===== src/rtl/emd_defs.vh =====
// Purpose: constants for the emulation memory map decoder
// Assumes: 24-bit processor address, top byte is the bank
// Notes: definitions only
`ifndef EMD_DEFS_VH
`define EMD_DEFS_VH
// processor mode codes (one-hot free, plain encoding on the mode port)
`define EMD_MODE_SINGLE 3'h0
`define EMD_MODE_MEX8 3'h1
`define EMD_MODE_MEX16 3'h2
`define EMD_MODE_MPU8 3'h3
`define EMD_MODE_MPU16 3'h4
// area map codes
`define EMD_MAP_NOUSE 2'h0
`define EMD_MAP_INT 2'h1
`define EMD_MAP_EXT 2'h2
// fixed windows, as bank bytes
`define EMD_FLASH_BANK_LO 8'hf8
`define EMD_FLASH_BANK_HI 8'hff
// area sizes in 64 KB banks
`define EMD_LEN256_BANKS 9'h004
`define EMD_LEN1M_BANKS 9'h010
// pin synchroniser reset: hold and wait idle high, boot pin low
`define EMD_PIN_RST 3'h6
// emulation memory budget in 64 KB banks: 4 MB and 3.25 MB
`define EMD_BUDGET_FULL 9'h040
`define EMD_BUDGET_MEX 9'h034
// routing codes on the select output
`define EMD_SEL_CPU 3'h0
`define EMD_SEL_MON 3'h1
`define EMD_SEL_FLASH 3'h2
`define EMD_SEL_EXPINT 3'h3
`define EMD_SEL_EXTSET 3'h4
`define EMD_SEL_EXTDEF 3'h5
`define EMD_SEL_VECT 3'h6
`endif


===== src/rtl/emd_decoder.v =====
// Purpose: route each processor access to pod memory, cpu internals or target board
// Assumes: configuration is stable before the program runs; address from same clock
// Notes: one-cycle registered decision per access strobe
`timescale 1ns/100ps
`default_nettype none
`include "emd_defs.vh"

// Notes on behaviour
// RULE1 - 64 KB monitor bank at configured top byte
// RULE2 - reject monitor bank hitting internal or vectors
// RULE3 - debugger cannot see or change monitor contents
// RULE4 - five processor mode selections supported
// RULE5 - single-chip or expansion: boot pin low
// RULE6 - microprocessor mode: boot pin high
// RULE7 - target holds wait and hold inactive high
// RULE8 - no target board: skip pin checks
// RULE9 - flash window F80000h-FFFFFFh except microprocessor
// RULE10 - expansion areas off in single-chip, four otherwise
// RULE11 - area base is bank then sixteen zeros
// RULE12 - 256 KB banks multiples of 04
// RULE13 - 1 MB banks multiples of 10
// RULE14 - area spans base to base plus length
// RULE15 - internal area served by emulation memory
// RULE16 - external or unused area goes to target
// RULE17 - uncovered address defaults to external
// RULE18 - explicit external downloads faster than default
// RULE19 - total length within 4 MB, 3.25 MB expansion
// RULE20 - overlapping areas are rejected
// RULE21 - reset vector area always from pod memory
// RULE22 - special function and RAM always internal
// RULE23 - fixed priority cpu, monitor, flash, areas, external
module emd_decoder #(
    parameter NAREA = 4,
    parameter [7:0] INT_BANK_LO = 8'h00,
    parameter [7:0] INT_BANK_HI = 8'h00,
    parameter [7:0] RSV_BANK_LO = 8'h01,
    parameter [7:0] RSV_BANK_HI = 8'h01,
    parameter [7:0] VECT_BANK = 8'hff,
    parameter [15:0] VECT_OFS_LO = 16'hffdc
) (
    input wire ref_clk,
    input wire rstn,
    input wire [2:0] proc_mode,
    input wire [7:0] monitor_bank,
    input wire [NAREA*8-1:0] area_bank,
    input wire [NAREA-1:0] area_len_1m,
    input wire [NAREA*2-1:0] area_map,
    input wire target_present,
    input wire boot_mode_pin,
    input wire wait_req_n,
    input wire hold_req_n,
    input wire acc_valid,
    input wire [23:0] acc_addr,
    input wire acc_debugger,
    output reg cfg_ok_r,
    output reg cfg_err_mon_r,
    output reg cfg_err_area_r,
    output reg cfg_err_pins_r,
    output reg pins_stall_r,
    output reg sel_valid_r,
    output reg [2:0] sel_code_r,
    output reg [1:0] sel_area_r,
    output reg dbg_block_r,
    output reg fast_dl_r
);

    // ************************************************************
    // reset release and pin synchronisers
    // ************************************************************
    reg rst_s1_r;
    reg rst_s2_r;
    reg [2:0] pin_s1_r;
    reg [2:0] pin_s2_r;
    wire srst_n;

    // two-stage reset release
    // assertion is immediate, release waits two edges
    always @(posedge ref_clk or negedge rstn) begin
        if (!rstn) begin
            rst_s1_r <= 1'b0;
            rst_s2_r <= 1'b0;
        end else begin
            rst_s1_r <= 1'b1;
            rst_s2_r <= rst_s1_r;
        end
    end
    assign srst_n = rst_s2_r;

    // board pins come from outside, two flops each
    // reset to the idle levels so a fresh reset never shows a stall
    always @(posedge ref_clk or negedge srst_n) begin
        if (!srst_n) begin
            pin_s1_r <= `EMD_PIN_RST;
            pin_s2_r <= `EMD_PIN_RST;
        end else begin
            pin_s1_r <= {hold_req_n, wait_req_n, boot_mode_pin};
            pin_s2_r <= pin_s1_r;
        end
    end

    // ************************************************************
    // decode helpers
    // ************************************************************
    // number of 64 KB banks in one area
    function [8:0] area_banks;
        input len_1m;
        begin
            area_banks = len_1m ? `EMD_LEN1M_BANKS : `EMD_LEN256_BANKS;
        end
    endfunction

    // does bank b fall inside the area that starts at base
    function area_hit;
        input [7:0] base;
        input len_1m;
        input [7:0] b;
        reg [8:0] top;
        begin
            top = {1'b0, base} + area_banks(len_1m);
            area_hit = ({1'b0, b} >= {1'b0, base}) && ({1'b0, b} < top); // [RULE11] [RULE14]
        end
    endfunction

    // is bank b inside the fixed range lo to hi
    function bank_in;
        input [7:0] b;
        input [7:0] lo;
        input [7:0] hi;
        begin
            bank_in = (b >= lo) && (b <= hi);
        end
    endfunction

    // mode decode from the plain mode code
    wire mode_mpu = (proc_mode == `EMD_MODE_MPU8) || (proc_mode == `EMD_MODE_MPU16);
    wire mode_mex = (proc_mode == `EMD_MODE_MEX8) || (proc_mode == `EMD_MODE_MEX16);
    wire mode_sc = (proc_mode == `EMD_MODE_SINGLE);
    wire mode_legal = mode_sc || mode_mex || mode_mpu; // [RULE4]
    wire exp_on = mode_mex || mode_mpu; // [RULE10]

    // ************************************************************
    // configuration checks
    // ************************************************************
    wire [NAREA-1:0] area_used;
    wire [NAREA-1:0] area_align_bad;
    wire [NAREA-1:0] area_int;
    genvar gi;
    generate
        for (gi = 0; gi < NAREA; gi = gi + 1) begin : g_area
            wire [7:0] bk = area_bank[gi*8 +: 8];
            assign area_used[gi] = area_map[gi*2 +: 2] != `EMD_MAP_NOUSE;
            assign area_int[gi] = area_map[gi*2 +: 2] == `EMD_MAP_INT;
            // alignment of the bank to the area length
            assign area_align_bad[gi] = area_used[gi] &&
                (area_len_1m[gi] ? (bk[3:0] != 4'h0) : (bk[1:0] != 2'h0)); // [RULE12] [RULE13]
        end
    endgenerate

    // overlap over all used areas, budget over the used internal areas only
    reg ovl_bad;
    reg [8:0] total_banks;
    integer i;
    integer j;
    always @* begin
        ovl_bad = 1'b0;
        total_banks = 9'h000;
        for (i = 0; i < NAREA; i = i + 1) begin
            if (area_used[i] && area_int[i]) begin
                total_banks = total_banks + area_banks(area_len_1m[i]); // [RULE19]
            end
            for (j = i + 1; j < NAREA; j = j + 1) begin
                if (area_used[i] && area_used[j] &&
                    (area_hit(area_bank[i*8 +: 8], area_len_1m[i], area_bank[j*8 +: 8]) ||
                     area_hit(area_bank[j*8 +: 8], area_len_1m[j], area_bank[i*8 +: 8]))) begin
                    ovl_bad = 1'b1; // [RULE20]
                end
            end
        end
    end

    // internal areas draw on the emulation memory, external ones do not
    wire [8:0] budget = mode_mex ? `EMD_BUDGET_MEX : `EMD_BUDGET_FULL;
    wire budget_bad = total_banks > budget; // [RULE19]
    // area faults only matter while the areas are in use
    wire area_bad = exp_on && ((|area_align_bad) || ovl_bad || budget_bad); // [RULE19]

    // monitor bank may not sit on internals, reserved areas, internal rom or vectors
    wire mon_in_int = bank_in(monitor_bank, INT_BANK_LO, INT_BANK_HI);
    wire mon_in_rsv = bank_in(monitor_bank, RSV_BANK_LO, RSV_BANK_HI);
    wire mon_in_vect = (monitor_bank == VECT_BANK);
    // internal rom sits under the flash window only outside microprocessor mode
    wire mon_in_rom = !mode_mpu &&
                      bank_in(monitor_bank, `EMD_FLASH_BANK_LO, `EMD_FLASH_BANK_HI);
    wire mon_bad = mon_in_int || mon_in_rsv || mon_in_rom || mon_in_vect; // [RULE2]

    // pin levels checked only with a board attached
    wire boot_ok = mode_mpu ? pin_s2_r[0] : !pin_s2_r[0]; // [RULE5] [RULE6]
    wire pins_bad = target_present && !boot_ok; // [RULE8]
    // a low wait or hold request freezes the processor on the target bus
    wire stall = target_present && exp_on && !(pin_s2_r[1] && pin_s2_r[2]); // [RULE7]
    // an undefined mode code never counts as a good setup
    wire cfg_ok_nxt = mode_legal && !mon_bad && !area_bad && !pins_bad; // [RULE4]

    // registered configuration status
    always @(posedge ref_clk or negedge srst_n) begin
        if (!srst_n) begin
            cfg_ok_r <= 1'b0;
            cfg_err_mon_r <= 1'b0;
            cfg_err_area_r <= 1'b0;
        end else begin
            cfg_ok_r <= cfg_ok_nxt;
            cfg_err_mon_r <= mon_bad;
            cfg_err_area_r <= area_bad;
        end
    end

    // registered pin status, three edges behind the pins themselves
    always @(posedge ref_clk or negedge srst_n) begin
        if (!srst_n) begin
            cfg_err_pins_r <= 1'b0;
            pins_stall_r <= 1'b0;
        end else begin
            cfg_err_pins_r <= pins_bad;
            pins_stall_r <= stall;
        end
    end

    // ************************************************************
    // access routing
    // ************************************************************
    wire [7:0] ab = acc_addr[23:16];
    reg [2:0] code_nxt;
    reg [1:0] area_nxt;
    reg hit_found;
    integer k;

    // fixed regions, each decoded once from the access bank, the vector window also from the low 16 address bits
    wire hit_cpu = bank_in(ab, INT_BANK_LO, INT_BANK_HI); // [RULE22]
    wire hit_vect = (ab == VECT_BANK) && (acc_addr[15:0] >= VECT_OFS_LO); // [RULE21]
    wire hit_mon = (ab == monitor_bank); // [RULE1]
    wire hit_flash = !mode_mpu &&
                     bank_in(ab, `EMD_FLASH_BANK_LO, `EMD_FLASH_BANK_HI); // [RULE9]

    // areas first, lowest index last so it wins; fixed regions then override
    always @* begin
        code_nxt = `EMD_SEL_EXTDEF; // [RULE17]
        area_nxt = 2'h0;
        hit_found = 1'b0;
        if (exp_on) begin
            for (k = NAREA - 1; k >= 0; k = k - 1) begin
                if (area_used[k] && area_hit(area_bank[k*8 +: 8], area_len_1m[k], ab)) begin
                    hit_found = 1'b1;
                    area_nxt = k[1:0];
                    if (area_int[k]) begin
                        code_nxt = `EMD_SEL_EXPINT; // [RULE15]
                    end else begin
                        code_nxt = `EMD_SEL_EXTSET; // [RULE16]
                    end
                end
            end
        end
        // priority: cpu internals, vectors, monitor, flash, then the area result
        if (hit_cpu) begin
            code_nxt = `EMD_SEL_CPU; // [RULE22] [RULE23]
        end else if (hit_vect) begin
            code_nxt = `EMD_SEL_VECT; // [RULE21]
        end else if (hit_mon) begin
            code_nxt = `EMD_SEL_MON; // [RULE1] [RULE23]
        end else if (hit_flash) begin
            code_nxt = `EMD_SEL_FLASH; // [RULE9]
        end
    end

    // the answer strobe follows each access strobe by exactly one edge
    always @(posedge ref_clk or negedge srst_n) begin
        if (!srst_n) begin
            sel_valid_r <= 1'b0;
        end else begin
            sel_valid_r <= acc_valid;
        end
    end

    // route and debugger flags hold until the next access
    always @(posedge ref_clk or negedge srst_n) begin
        if (!srst_n) begin
            sel_code_r <= `EMD_SEL_EXTDEF;
            sel_area_r <= 2'h0;
            dbg_block_r <= 1'b0;
            fast_dl_r <= 1'b0;
        end else if (acc_valid) begin
            sel_code_r <= code_nxt;
            sel_area_r <= area_nxt;
            // debugger never reaches the real monitor contents
            dbg_block_r <= acc_debugger && (code_nxt == `EMD_SEL_MON); // [RULE3]
            // explicitly external areas take the fast download path
            fast_dl_r <= acc_debugger && hit_found &&
                         (code_nxt == `EMD_SEL_EXTSET); // [RULE18]
        end
    end

endmodule // emd_decoder
`default_nettype wire


===== config.mk =====
export PLATFORM = sky130hd
export DESIGN_NAME = emd_decoder
export DESIGN_NICKNAME = d
export VERILOG_FILES = /design/src/rtl/emd_decoder.v
export VERILOG_INCLUDE_DIRS = /design/src /design/src/rtl
export SDC_FILE = /design/constraint.sdc
export NUM_CORES = 1
export LEC_CHECK = 0
export ABC_AREA = 1
export BUFFER_PORTS_ARGS = -buffer_cell sky130_fd_sc_hd__buf_2
export CAP_MARGIN = 10
export CELL_PAD_IN_SITES_DETAIL_PLACEMENT = 0
export CELL_PAD_IN_SITES_GLOBAL_PLACEMENT = 1
export CORE_MARGIN = 8
export CORE_UTILIZATION = 39
export DETAILED_ROUTE_END_ITERATION = 6
export PLACE_DENSITY = 0.77
export SLEW_MARGIN = 0
export SYNTH_ARGS = -nofsm -noshare
export SYNTH_HDL_FRONTEND = slang
export SYNTH_SLANG_ARGS = --single-unit

===== constraint.sdc =====
create_clock -name ref_clk -period 0.8 [get_ports ref_clk]
set_input_delay 0.04 -clock ref_clk [delete_from_list [all_inputs] [get_ports ref_clk]]
set_output_delay 0.04 -clock ref_clk [all_outputs]
set_load 0.02 [all_outputs]

## Yosys cells after proc, flatten, opt, wreduce, memory -nomap -nowiden

Cells that the tools add are included.

- Input port bits: 87
- Register bits after elaboration: 21
- Output and inout bits: 13

- Add/subtract/negate cells: 7
- Mux-type cells: 43
- Equality and inequality tests: 13
- Reduce and logical (&&, ||, !) cells: 96
- Magnitude comparators: 44

Operator list:

| operator | number |
|---|---|
| 8-bit by 9-bit < comparator with 1-bit output | 16 |
| 8-bit >= comparator | 16 |
| 1-bit logical AND | 59 |
| 3-bit two-way mux | 13 |
| 8-bit by 5-bit adder with 9-bit output | 4 |
| 9-bit adder | 3 |
| 9-bit two-way mux | 3 |
| 5-bit two-way mux | 5 |
| 8-bit by 1-bit >= comparator with 1-bit output (second input constant) | 3 |
| 8-bit by 1-bit less-or-equal comparator with 1-bit output (second input constant) | 3 |
| 8-bit == test (second input constant) | 2 |
| 16-bit >= comparator (second input constant) | 1 |
| 8-bit >= comparator (second input constant) | 2 |
| 8-bit less-or-equal comparator (second input constant) | 2 |
| 1-bit logical OR | 16 |
| 1-bit two-way mux | 16 |
| 2-bit nonzero test | 8 |
| 4-bit nonzero test | 4 |
| 2-bit two-way mux | 5 |
| 9-bit by 7-bit > comparator with 1-bit output | 1 |
| 2-bit by 1-bit == test with 1-bit output (second input constant) | 4 |
| 8-bit == test | 1 |
| 1-bit zero test | 7 |
| 7-bit two-way mux | 1 |
| other kinds (5) | 8 |

## Longest topological paths before layout

Gate-level depths: netlist of the first run.

- Depth in word-level cells: 18
- Depth in mapped cells: 28
- Mapped depth without buffers: 28

## Least setup slack after synthesis of the first run

No wires, ideal clock.

- Path type: input -> register
- Start point: in area_map[0]
- End point: reg cfg_err_area_r
- Data arrival time: 3,251 ps
- Path buffers: 0
- Slack: -2,564 ps
- Data required time: 687 ps
- Cell stages on the path: 25
- Cell sequence: inv_1 -> nor2_1 -> inv_1 -> nor2_1 -> ha_1 -> nand2_1 -> nand2_1 -> ha_1 -> ha_1 -> xnor2_1 -> o21ai_0 -> ha_1 -> a21oi_1 -> nor3_1 -> xnor2_1 -> ha_1 -> a21o_1 -> o32ai_1 -> nand3_1 -> o21ai_0 -> o311ai_0 -> a31oi_1 -> nand3_1 -> nand2_1 -> inv_1

- Word-level cells in the longest chain between the ends: 12
- Elaborated cells between the ends (all ways): 28

Ends and longest elaborated chain:

| item | RTL line | source |
|---|---|---|
| start: declaration | emd_decoder.v:47 | `input wire [NAREA*2-1:0] area_map,` |
| 2-bit by 1-bit == test with 1-bit output (no line) / 2-bit nonzero test (equally long branches) | -- |  |
| 1-bit logical AND, on equally long branches | emd_decoder.v:168, emd_decoder.v:172 |  |
| 5-bit two-way mux / 1-bit logical AND (equally long branches) | emd_decoder.v:168, emd_decoder.v:172 |  |
| 9-bit adder / 1-bit two-way mux (equally long branches) | emd_decoder.v:169, emd_decoder.v:172 |  |
| 9-bit two-way mux / 1-bit two-way mux (equally long branches) | emd_decoder.v:168, emd_decoder.v:172 |  |
| 9-bit adder / 1-bit two-way mux (equally long branches) | emd_decoder.v:169, emd_decoder.v:172 |  |
| 9-bit two-way mux / 1-bit two-way mux (equally long branches) | emd_decoder.v:168, emd_decoder.v:172 |  |
| 9-bit adder / 1-bit two-way mux (equally long branches) | emd_decoder.v:169, emd_decoder.v:172 |  |
| 9-bit two-way mux / 1-bit two-way mux (equally long branches) | emd_decoder.v:168, emd_decoder.v:172 |  |
| 9-bit by 7-bit > comparator with 1-bit output / 1-bit logical OR (equally long branches) | emd_decoder.v:183, emd_decoder.v:185 |  |
| 1-bit logical OR (*) | emd_decoder.v:185 | `wire area_bad = exp_on && ((\|area_align_bad) \|\| ovl_bad \|\| budget_bad);` |
| 1-bit logical AND (*) | emd_decoder.v:185 |  |
| net area_bad | emd_decoder.v:185 |  |
| end signal: assignment | emd_decoder.v:213 | `cfg_err_area_r <= area_bad;` |
| end: declaration | emd_decoder.v:57 | `output reg cfg_err_area_r,` |

Mark *: on every way through the listed nets, which the timed path passes. The rest lies on a longest branch.
A chain may end at the register's enable or synchronous reset.

## Final worst setup path of the first run

- Start point: in area_map[1]
- End point: reg cfg_err_area_r

The elaborated chain is that of the path after synthesis.

==> impl_metrics.env, run 1 <==
export IMPL_outcome="finished with violations"
export IMPL_violations="negative setup slack"
export IMPL_powerDensity_nw_per_um2=889
export IMPL_drv_cap=0
export IMPL_yosysSeqAreaShare_pct=8.20
export IMPL_synthCells=943
export IMPL_grt_max_degree=20
export IMPL_grt_use_total_pct=25.2
export IMPL_min_period_over_period_pct=414
export IMPL_finalInstanceArea_sq_um=10300
export IMPL_pin_count=100
export IMPL_gp_congestion=0.949
export IMPL_fp_dieH_um=145
export IMPL_yosys_register_bits=21
export IMPL_crit_type="in2reg"
export IMPL_vias=7987
export IMPL_layout_cells_non_filler=1542
export IMPL_fin_hold_ws_ps=52.2
export IMPL_wl_mm=27.8
export IMPL_grt_pass1_vias=7815
export IMPL_hp_class="in2reg"
export IMPL_synthArstFlopShare_pct=100
export IMPL_die_area_sq_um=21100
export IMPL_cts_clk_slew_worst_paths_ps=60
export IMPL_rows=47
export IMPL_placed_area_sq_um=9400
export IMPL_switchingPower_mw=4.03
export IMPL_cp_start_kind="input pin"
export IMPL_grt_setup_unrepaired="true"
export IMPL_avgSynthCellArea_sq_um=6.89
export IMPL_p_int_mw=5.08
export IMPL_cts_max_level=1
export IMPL_crit_path_end_kind="register"
export IMPL_nFillCells=1542
export IMPL_antenna_found_initial=0
export IMPL_worst_path_max_fanout=3
export IMPL_yosys_top_cells_count="nand2_1, ha_1, inv_1, a21oi_1, nor2_1"
export IMPL_yosysTopAreaCell="ha_1"
export IMPL_fin_nets=1610
export IMPL_coreArea_sq_um=16500
export IMPL_synth_edf_count=0
export IMPL_synth_top_area_share_pct=38.5
export IMPL_synthFlopType="dfrtp_1"
export IMPL_final_layout_size_suffix_gt1_share_pct=36.8
export IMPL_max_vdd_ir_drop_mv=0.820
export IMPL_leakagePower_nw=5.66
export IMPL_dp_hpwl_mm=23.1
export IMPL_p_seq_share_pct=13.5
export IMPL_drc_errors=0
export IMPL_clkPwrFrac_pct=11.7
export IMPL_syn_area_sq_um=6500
export IMPL_viasPerCell=5.18
export IMPL_clk_latency_ps=250
export IMPL_synth_nets=1230
export IMPL_cts_root_buffer="clkbuf_16"
export IMPL_fin_ws_ps=-2510
export IMPL_yosysMostFrequentCell="nand2_1"
export IMPL_final_min_clock_period_ps=3310
export IMPL_dp_cells=1517
export IMPL_port_buffer_count=97
export IMPL_start_util_pct=39.5
export IMPL_syn_to_final_growth_pct=57.7
export IMPL_yosys_warnings=0
export IMPL_combinationalPowerShare_pct=74.8
export IMPL_slew_viol_final=0
export IMPL_power_share_switching_pct=44.2
export IMPL_grt_pass1_wl_mm=42.1
export IMPL_cts_buffers=3
export IMPL_cp_data_required_time_ps=950
export IMPL_synthTopCellsByArea="ha_1, nand2_1, inv_1"
export IMPL_grt_remaining_overflow=0
export IMPL_arrival_ps=3460
export IMPL_die_w_um=145
export IMPL_synth_distinct_cells=47
export IMPL_cts_tree="done"
export IMPL_setup_viol=20
export IMPL_hold_viol=0
export IMPL_ant_nets=0
export IMPL_drt_pre_antenna_iters=5
export IMPL_dr_first_iter_drc_count=432
export IMPL_fmax_mhz=302
export IMPL_cts_buffer_depth=2
export IMPL_wire_per_inst_um=18.0
export IMPL_finClkSkew_ps=2.68
export IMPL_cts_sinks=21
export IMPL_num_antenna_cells=0
-- layer usage --
layer	wire length [um]	global-route usage, %
met1	11800	31.5
met5	0	0
met3	1530	2.49
met4	1400	10.8
met2	13000	43.2
-- layout make-up --
| class | count | area [sq um] | share of cell area [%] |
|---|---|---|---|
| inverter | 148 | 573 | 5.59 |
| clock inverter | 1 | 7.51 | 0.0732 |
| clock buffer | 3 | 75.1 | 0.732 |
| multi-input combinational | 773 | 5970 | 58.2 |
| sequential | 21 | 533 | 5.20 |
| timing repair buffer | 376 | 2820 | 27.5 |
| tap | 220 | 275 | 2.68 |
-- final timing paths --
kind                                     start              to  slack [ps]  cells after the start
worst max-delay path               area_map[1]  cfg_err_area_r       -2510                     25
worst min-delay path            target_present    pins_stall_r          50                      3
worst max register to register     pin_s2_r[0]        cfg_ok_r        -300                      4
worst min register to register        rst_s2_r     pin_s1_r[0]         200                      1
max in group asynchronous             rst_s2_r   sel_code_r[0]         390                      1
min in group asynchronous                 rstn        rst_s2_r         100                      2
-- repair_timing --
item                                    in CTS  in global routing
hold buffers                                 4                  0
endpoints found under the setup margin      23                 24
gates cloned                                 0                  0
pin swaps                                   39                 51
gates resized for setup                     83                 63
endpoints found under the hold margin        5                  0
setup buffers                                9                  9
-- sequential cells by signal, indices dropped and copies added (netlist names) --
register / count
cfg_err_area_r: 1
cfg_err_mon_r: 1
cfg_err_pins_r: 1
cfg_ok_r: 1
dbg_block_r: 1
fast_dl_r: 1
pin_s1_r: 3
pin_s2_r: 3
pins_stall_r: 1
rst_s1_r: 1
rst_s2_r: 1
sel_area_r: 2
sel_code_r: 3
sel_valid_r: 1
-- critical path, cell delays in order --
cell	delay (ps)
buf_8	100
nor2_4	130
inv_4	60
nor2_4	140
ha_4	220
nand2_4	70
nand2_4	50
ha_4	170
ha_4	160
xnor2_2	150
o21ai_2	80
ha_1	340
a21oi_2	80
nor3_2	200
xnor2_1	140
ha_1	260
a21o_1	190
o32ai_2	210
nand3_1	90
o21ai_1	80
o311ai_1	110
a31oi_1	150
nand3_1	110
nand2_1	90
inv_1	40
-- power groups by stage --
stage | Sequential (mW) | Clock [mW] | Combinational [mW]
after global placement | 1.23 | 0 | 5.96
after CTS | 1.23 | 1.08 | 6.45
final | 1.23 | 1.07 | 6.81
after global routing | 1.24 | 1.11 | 7.56
after detailed placement | 1.23 | 0 | 6.06
after floorplan | 1.33 | 0 | 3.01
-- per-stage QoR --
step	utilization (%)	TNS (ps)	setup slack [ps]	power, mW
final	62.3	-17630	-2510	9.11
after global routing	62.3	-19260	-2720	9.91
after CTS	60.3	-17450	-2530	8.76
after detailed placement	57.1	-22250	-3080	7.29
after global placement	57.1	-21680	-2960	7.18
after floorplan	-	-14450	-2490	4.34
-- cells in the final DEF, fill, tap and decap left out, types with 4 or more instances in the layout --
| cell | instances |
|---|---|
| a211oi_1 | 6 |
| a21oi_1 | 70 |
| a21oi_2 | 4 |
| a221oi_1 | 4 |
| a31oi_1 | 7 |
| buf_12 | 5 |
| buf_2 | 79 |
| buf_4 | 259 |
| buf_6 | 25 |
| buf_8 | 4 |
| dfrtp_1 | 15 |
| dfstp_2 | 6 |
| dlygate4sd3_1 | 4 |
| ha_1 | 183 |
| ha_4 | 16 |
| inv_1 | 137 |
| inv_2 | 5 |
| inv_4 | 4 |
| nand2_1 | 186 |
| nand2_2 | 16 |
| nand2_4 | 7 |
| nand3_1 | 43 |
| nand3_2 | 9 |
| nand3b_1 | 5 |
| nand4_1 | 28 |
| nor2_1 | 51 |
| nor2_2 | 5 |
| nor2_4 | 4 |
| nor4_1 | 7 |
| o2111ai_1 | 7 |
| o21a_1 | 7 |
| o21ai_0 | 27 |
| o21ai_2 | 5 |
| o21bai_1 | 6 |
| xnor2_1 | 9 |
| xnor2_2 | 4 |
| xor2_1 | 8 |
-- logic make-up (layout without fill, tap and decap cells) --
group                    Yosys count  after routing  share of synthesized area [%]
AO/OA/AOI/OAI                    168            168                           15.4
XOR/XNOR                          25             25                           3.37
adder cells (fa/ha/maj)          200            200                           38.5
buffers and inverters            149            528                           8.72
flip-flops                        21             21                           8.20
multiplexers                       1              1                          0.154
other                              1              1                         0.0577
AND/OR/NAND/NOR                  378            378                           25.6
Note: power is estimated with default switching activity, not from simulation.
==> run 2: changes to the inputs <==
--- a/config.mk
+++ b/config.mk
@@ -12,9 +12,10 @@
 export CELL_PAD_IN_SITES_DETAIL_PLACEMENT = 0
 export CELL_PAD_IN_SITES_GLOBAL_PLACEMENT = 1
 export CORE_MARGIN = 8
-export CORE_UTILIZATION = 39
+export CORE_UTILIZATION = 43
+export CTS_BUF_LIST = sky130_fd_sc_hd__clkbuf_16
 export DETAILED_ROUTE_END_ITERATION = 6
-export PLACE_DENSITY = 0.77
+export PLACE_DENSITY = 0.81
 export SLEW_MARGIN = 0
 export SYNTH_ARGS = -nofsm -noshare
 export SYNTH_HDL_FRONTEND = slang
==> constraint.sdc (replaced) <==
create_clock -name ref_clk -period 3.1 [get_ports ref_clk]
set_input_delay 0.155 -clock ref_clk [delete_from_list [all_inputs] [get_ports ref_clk]]
set_output_delay 0.155 -clock ref_clk [all_outputs]
set_load 0.02 [all_outputs]
==> impl_metrics.env, run 2 (synthesis results as in run 1) <==
export IMPL_outcome="finished with violations"
export IMPL_violations="negative setup slack"
export IMPL_dr_first_iter_drc_count=395
export IMPL_leakagePower_nw=4.56
export IMPL_wl_mm=24.5
export IMPL_cp_start_kind="input pin"
export IMPL_crit_path_max_incr_delay_ps=290
export IMPL_setup_viol=2
export IMPL_grt_pass1_wl_mm=37.8
export IMPL_reg2reg_to="cfg_ok_r"
export IMPL_rows=45
export IMPL_slowest_stage="ha_1"
export IMPL_worstReg2RegStart="pin_s2_r[0]"
export IMPL_min_period_over_period_pct=109
export IMPL_vias=7064
export IMPL_num_antenna_cells=0
export IMPL_cts_clk_slew_worst_paths_ps=50
export IMPL_final_min_clock_period_ps=3370
export IMPL_coreArea_sq_um=15000
export IMPL_cts_sinks=21
export IMPL_hp_start="boot_mode_pin"
export IMPL_wire_per_inst_um=18.7
export IMPL_pin_count=100
export IMPL_cp_data_required_time_ps=3270
export IMPL_syn_to_final_growth_pct=24.1
export IMPL_total_power_mw=1.93
export IMPL_fin_nets=1412
export IMPL_finClkSkew_ps=2.14
export IMPL_cts_root_buffer="clkbuf_16"
export IMPL_grt_max_degree=20
export IMPL_drc_errors=0
export IMPL_fmax_mhz=297
export IMPL_drv_cap=0
export IMPL_die_w_um=139
export IMPL_clk_latency_ps=250
export IMPL_cp_cell_sequence="buf_8, nor2_4, inv_4, nor2_4, ha_4, nand2_4, nand2_2, ha_4, ha_4, xnor2_2, o21ai_2, ha_1, a21oi_2, nor3_2, xnor2_1, ha_1, a21o_1, o32ai_2, nand3_1, o21ai_1, o311ai_1, a31oi_1, nand3_1, a21oi_1"
export IMPL_placed_area_sq_um=7720
export IMPL_reg2regPathDepth=4
export IMPL_grt_use_total_pct=24.9
export IMPL_die_area_sq_um=19300
export IMPL_cts_max_level=1
export IMPL_crit_path_end_kind="register"
export IMPL_hold_viol=0
export IMPL_slew_viol_final=0
export IMPL_layout_common_cells="nand2_1, ha_1, inv_1"
export IMPL_finalInstanceArea_sq_um=8070
export IMPL_cpLargestDelayFamily="compound AO/OA/AOI/OAI gates"
export IMPL_grt_pass1_vias=6822
export IMPL_ant_nets=0
export IMPL_antenna_found_initial=0
export IMPL_worst_hold_path_endpoint="pin_s1_r[0]"
export IMPL_crit_type="in2reg"
export IMPL_gp_congestion=1.02
export IMPL_cts_buffers=3
export IMPL_grt_remaining_overflow=0
export IMPL_fin_ws_ps=-268
export IMPL_pre_cts_ws_ps=-862
export IMPL_viasPerCell=5.38
export IMPL_r2r_setup_slack_ps=1980
export IMPL_cts_tree="done"
export IMPL_hp_class="in2reg"
export IMPL_start_util_pct=43.4
export IMPL_worst_path_max_fanout=3
export IMPL_crit_buf_inv=2
export IMPL_path_common_cell="ha_4"
export IMPL_port_buffer_count=97
export IMPL_drt_pre_antenna_iters=5
export IMPL_dp_hpwl_mm=19.7
export IMPL_max_vdd_ir_drop_mv=0.214
export IMPL_top_regs="pin_s1_r (3), pin_s2_r (3), sel_code_r (3)"
export IMPL_cts_buffer_depth=2
export IMPL_arrival_ps=3540
export IMPL_grt_setup_unrepaired="true"
export IMPL_powerDensity_nw_per_um2=239
export IMPL_tightestPinTransition_ps=725
export IMPL_layout_commonest_cell="nand2_1"
export IMPL_final_layout_size_suffix_gt1_share_pct=19.8
export IMPL_relSlewSlack_pct=51.7
export IMPL_whs_path_depth=1
export IMPL_fp_dieH_um=139
run 2: cell count changes in the layout (fill, tap and decap cells not counted), sizes merged:
cell / before / now
buf: 372 / 176
dlygate4sd3: 4 / 2
clkinvlp: 1 / 0
inv: 147 / 148
run 2: how the worst max path moves through the flow:
stage	startpoint	endpoint	slack [ps]	cells after the start
global placement	area_map[0]	cfg_ok_r	-740	25
finish	area_map[1]	cfg_ok_r	-270	24
floorplan	area_map[0]	cfg_ok_r	-300	24
detailed placement	area_map[0]	cfg_ok_r	-860	25
CTS	area_map[1]	cfg_err_area_r	-290	25
global route	area_map[1]	cfg_err_area_r	-480	24
run 2: metrics by stage:
| step | std cells | util [%] | setup TNS (ps) | hold WS [ps] |
|---|---|---|---|---|
| 2_1_floorplan | 943 | - | -599 | -141 |
| 3_3_place_gp | 1292 | 51.6 | -1470 | -59.1 |
| 3_5_place_dp | 1292 | 51.6 | -1710 | -53.9 |
| 4_1_cts | 1305 | 53.0 | -584 | 0.690 |
| 5_1_grt | 1312 | 53.9 | -1030 | 4.55 |
| 6_report | 1312 | 53.9 | -517 | 10.9 |
run 2: metal layers:
layer	part of all wire (%)	vias up	track usage, %
met1	47	3172	32.8
li1	-	3632	-
met2	44	211	40.2
met4	4.5	0	10.3
met3	5.0	49	3.17
met5	0	-	0
run 2: area by class of cell:
type                    count  area [sq um]
well taps                 188           235
clock buffers               3          75.1
repair buffers            178          1120
fillers                  1501          6910
flip-flops and latches     21           533
inverters                 148           566
clock inverters             1          3.75
multi-input cells         773          5540
run 2: repair_timing:
action / 4_1_cts / 5_1_grt
resized for setup: 17 / 13
pin swaps: 10 / 10
hold buffers: 1 / 1
gates cloned: 0 / 0
endpoints found under the setup margin: 2 / 5
hold endpoints to repair: 2 / 1
setup buffers: 8 / 6
run 2: power breakdown:
part	switching [mW]	internal, mW	total (mW)
logic	0.801	0.549	1.35
registers	0.0133	0.302	0.316
clock network	0.0886	0.171	0.260
total	0.903	1.02	1.93
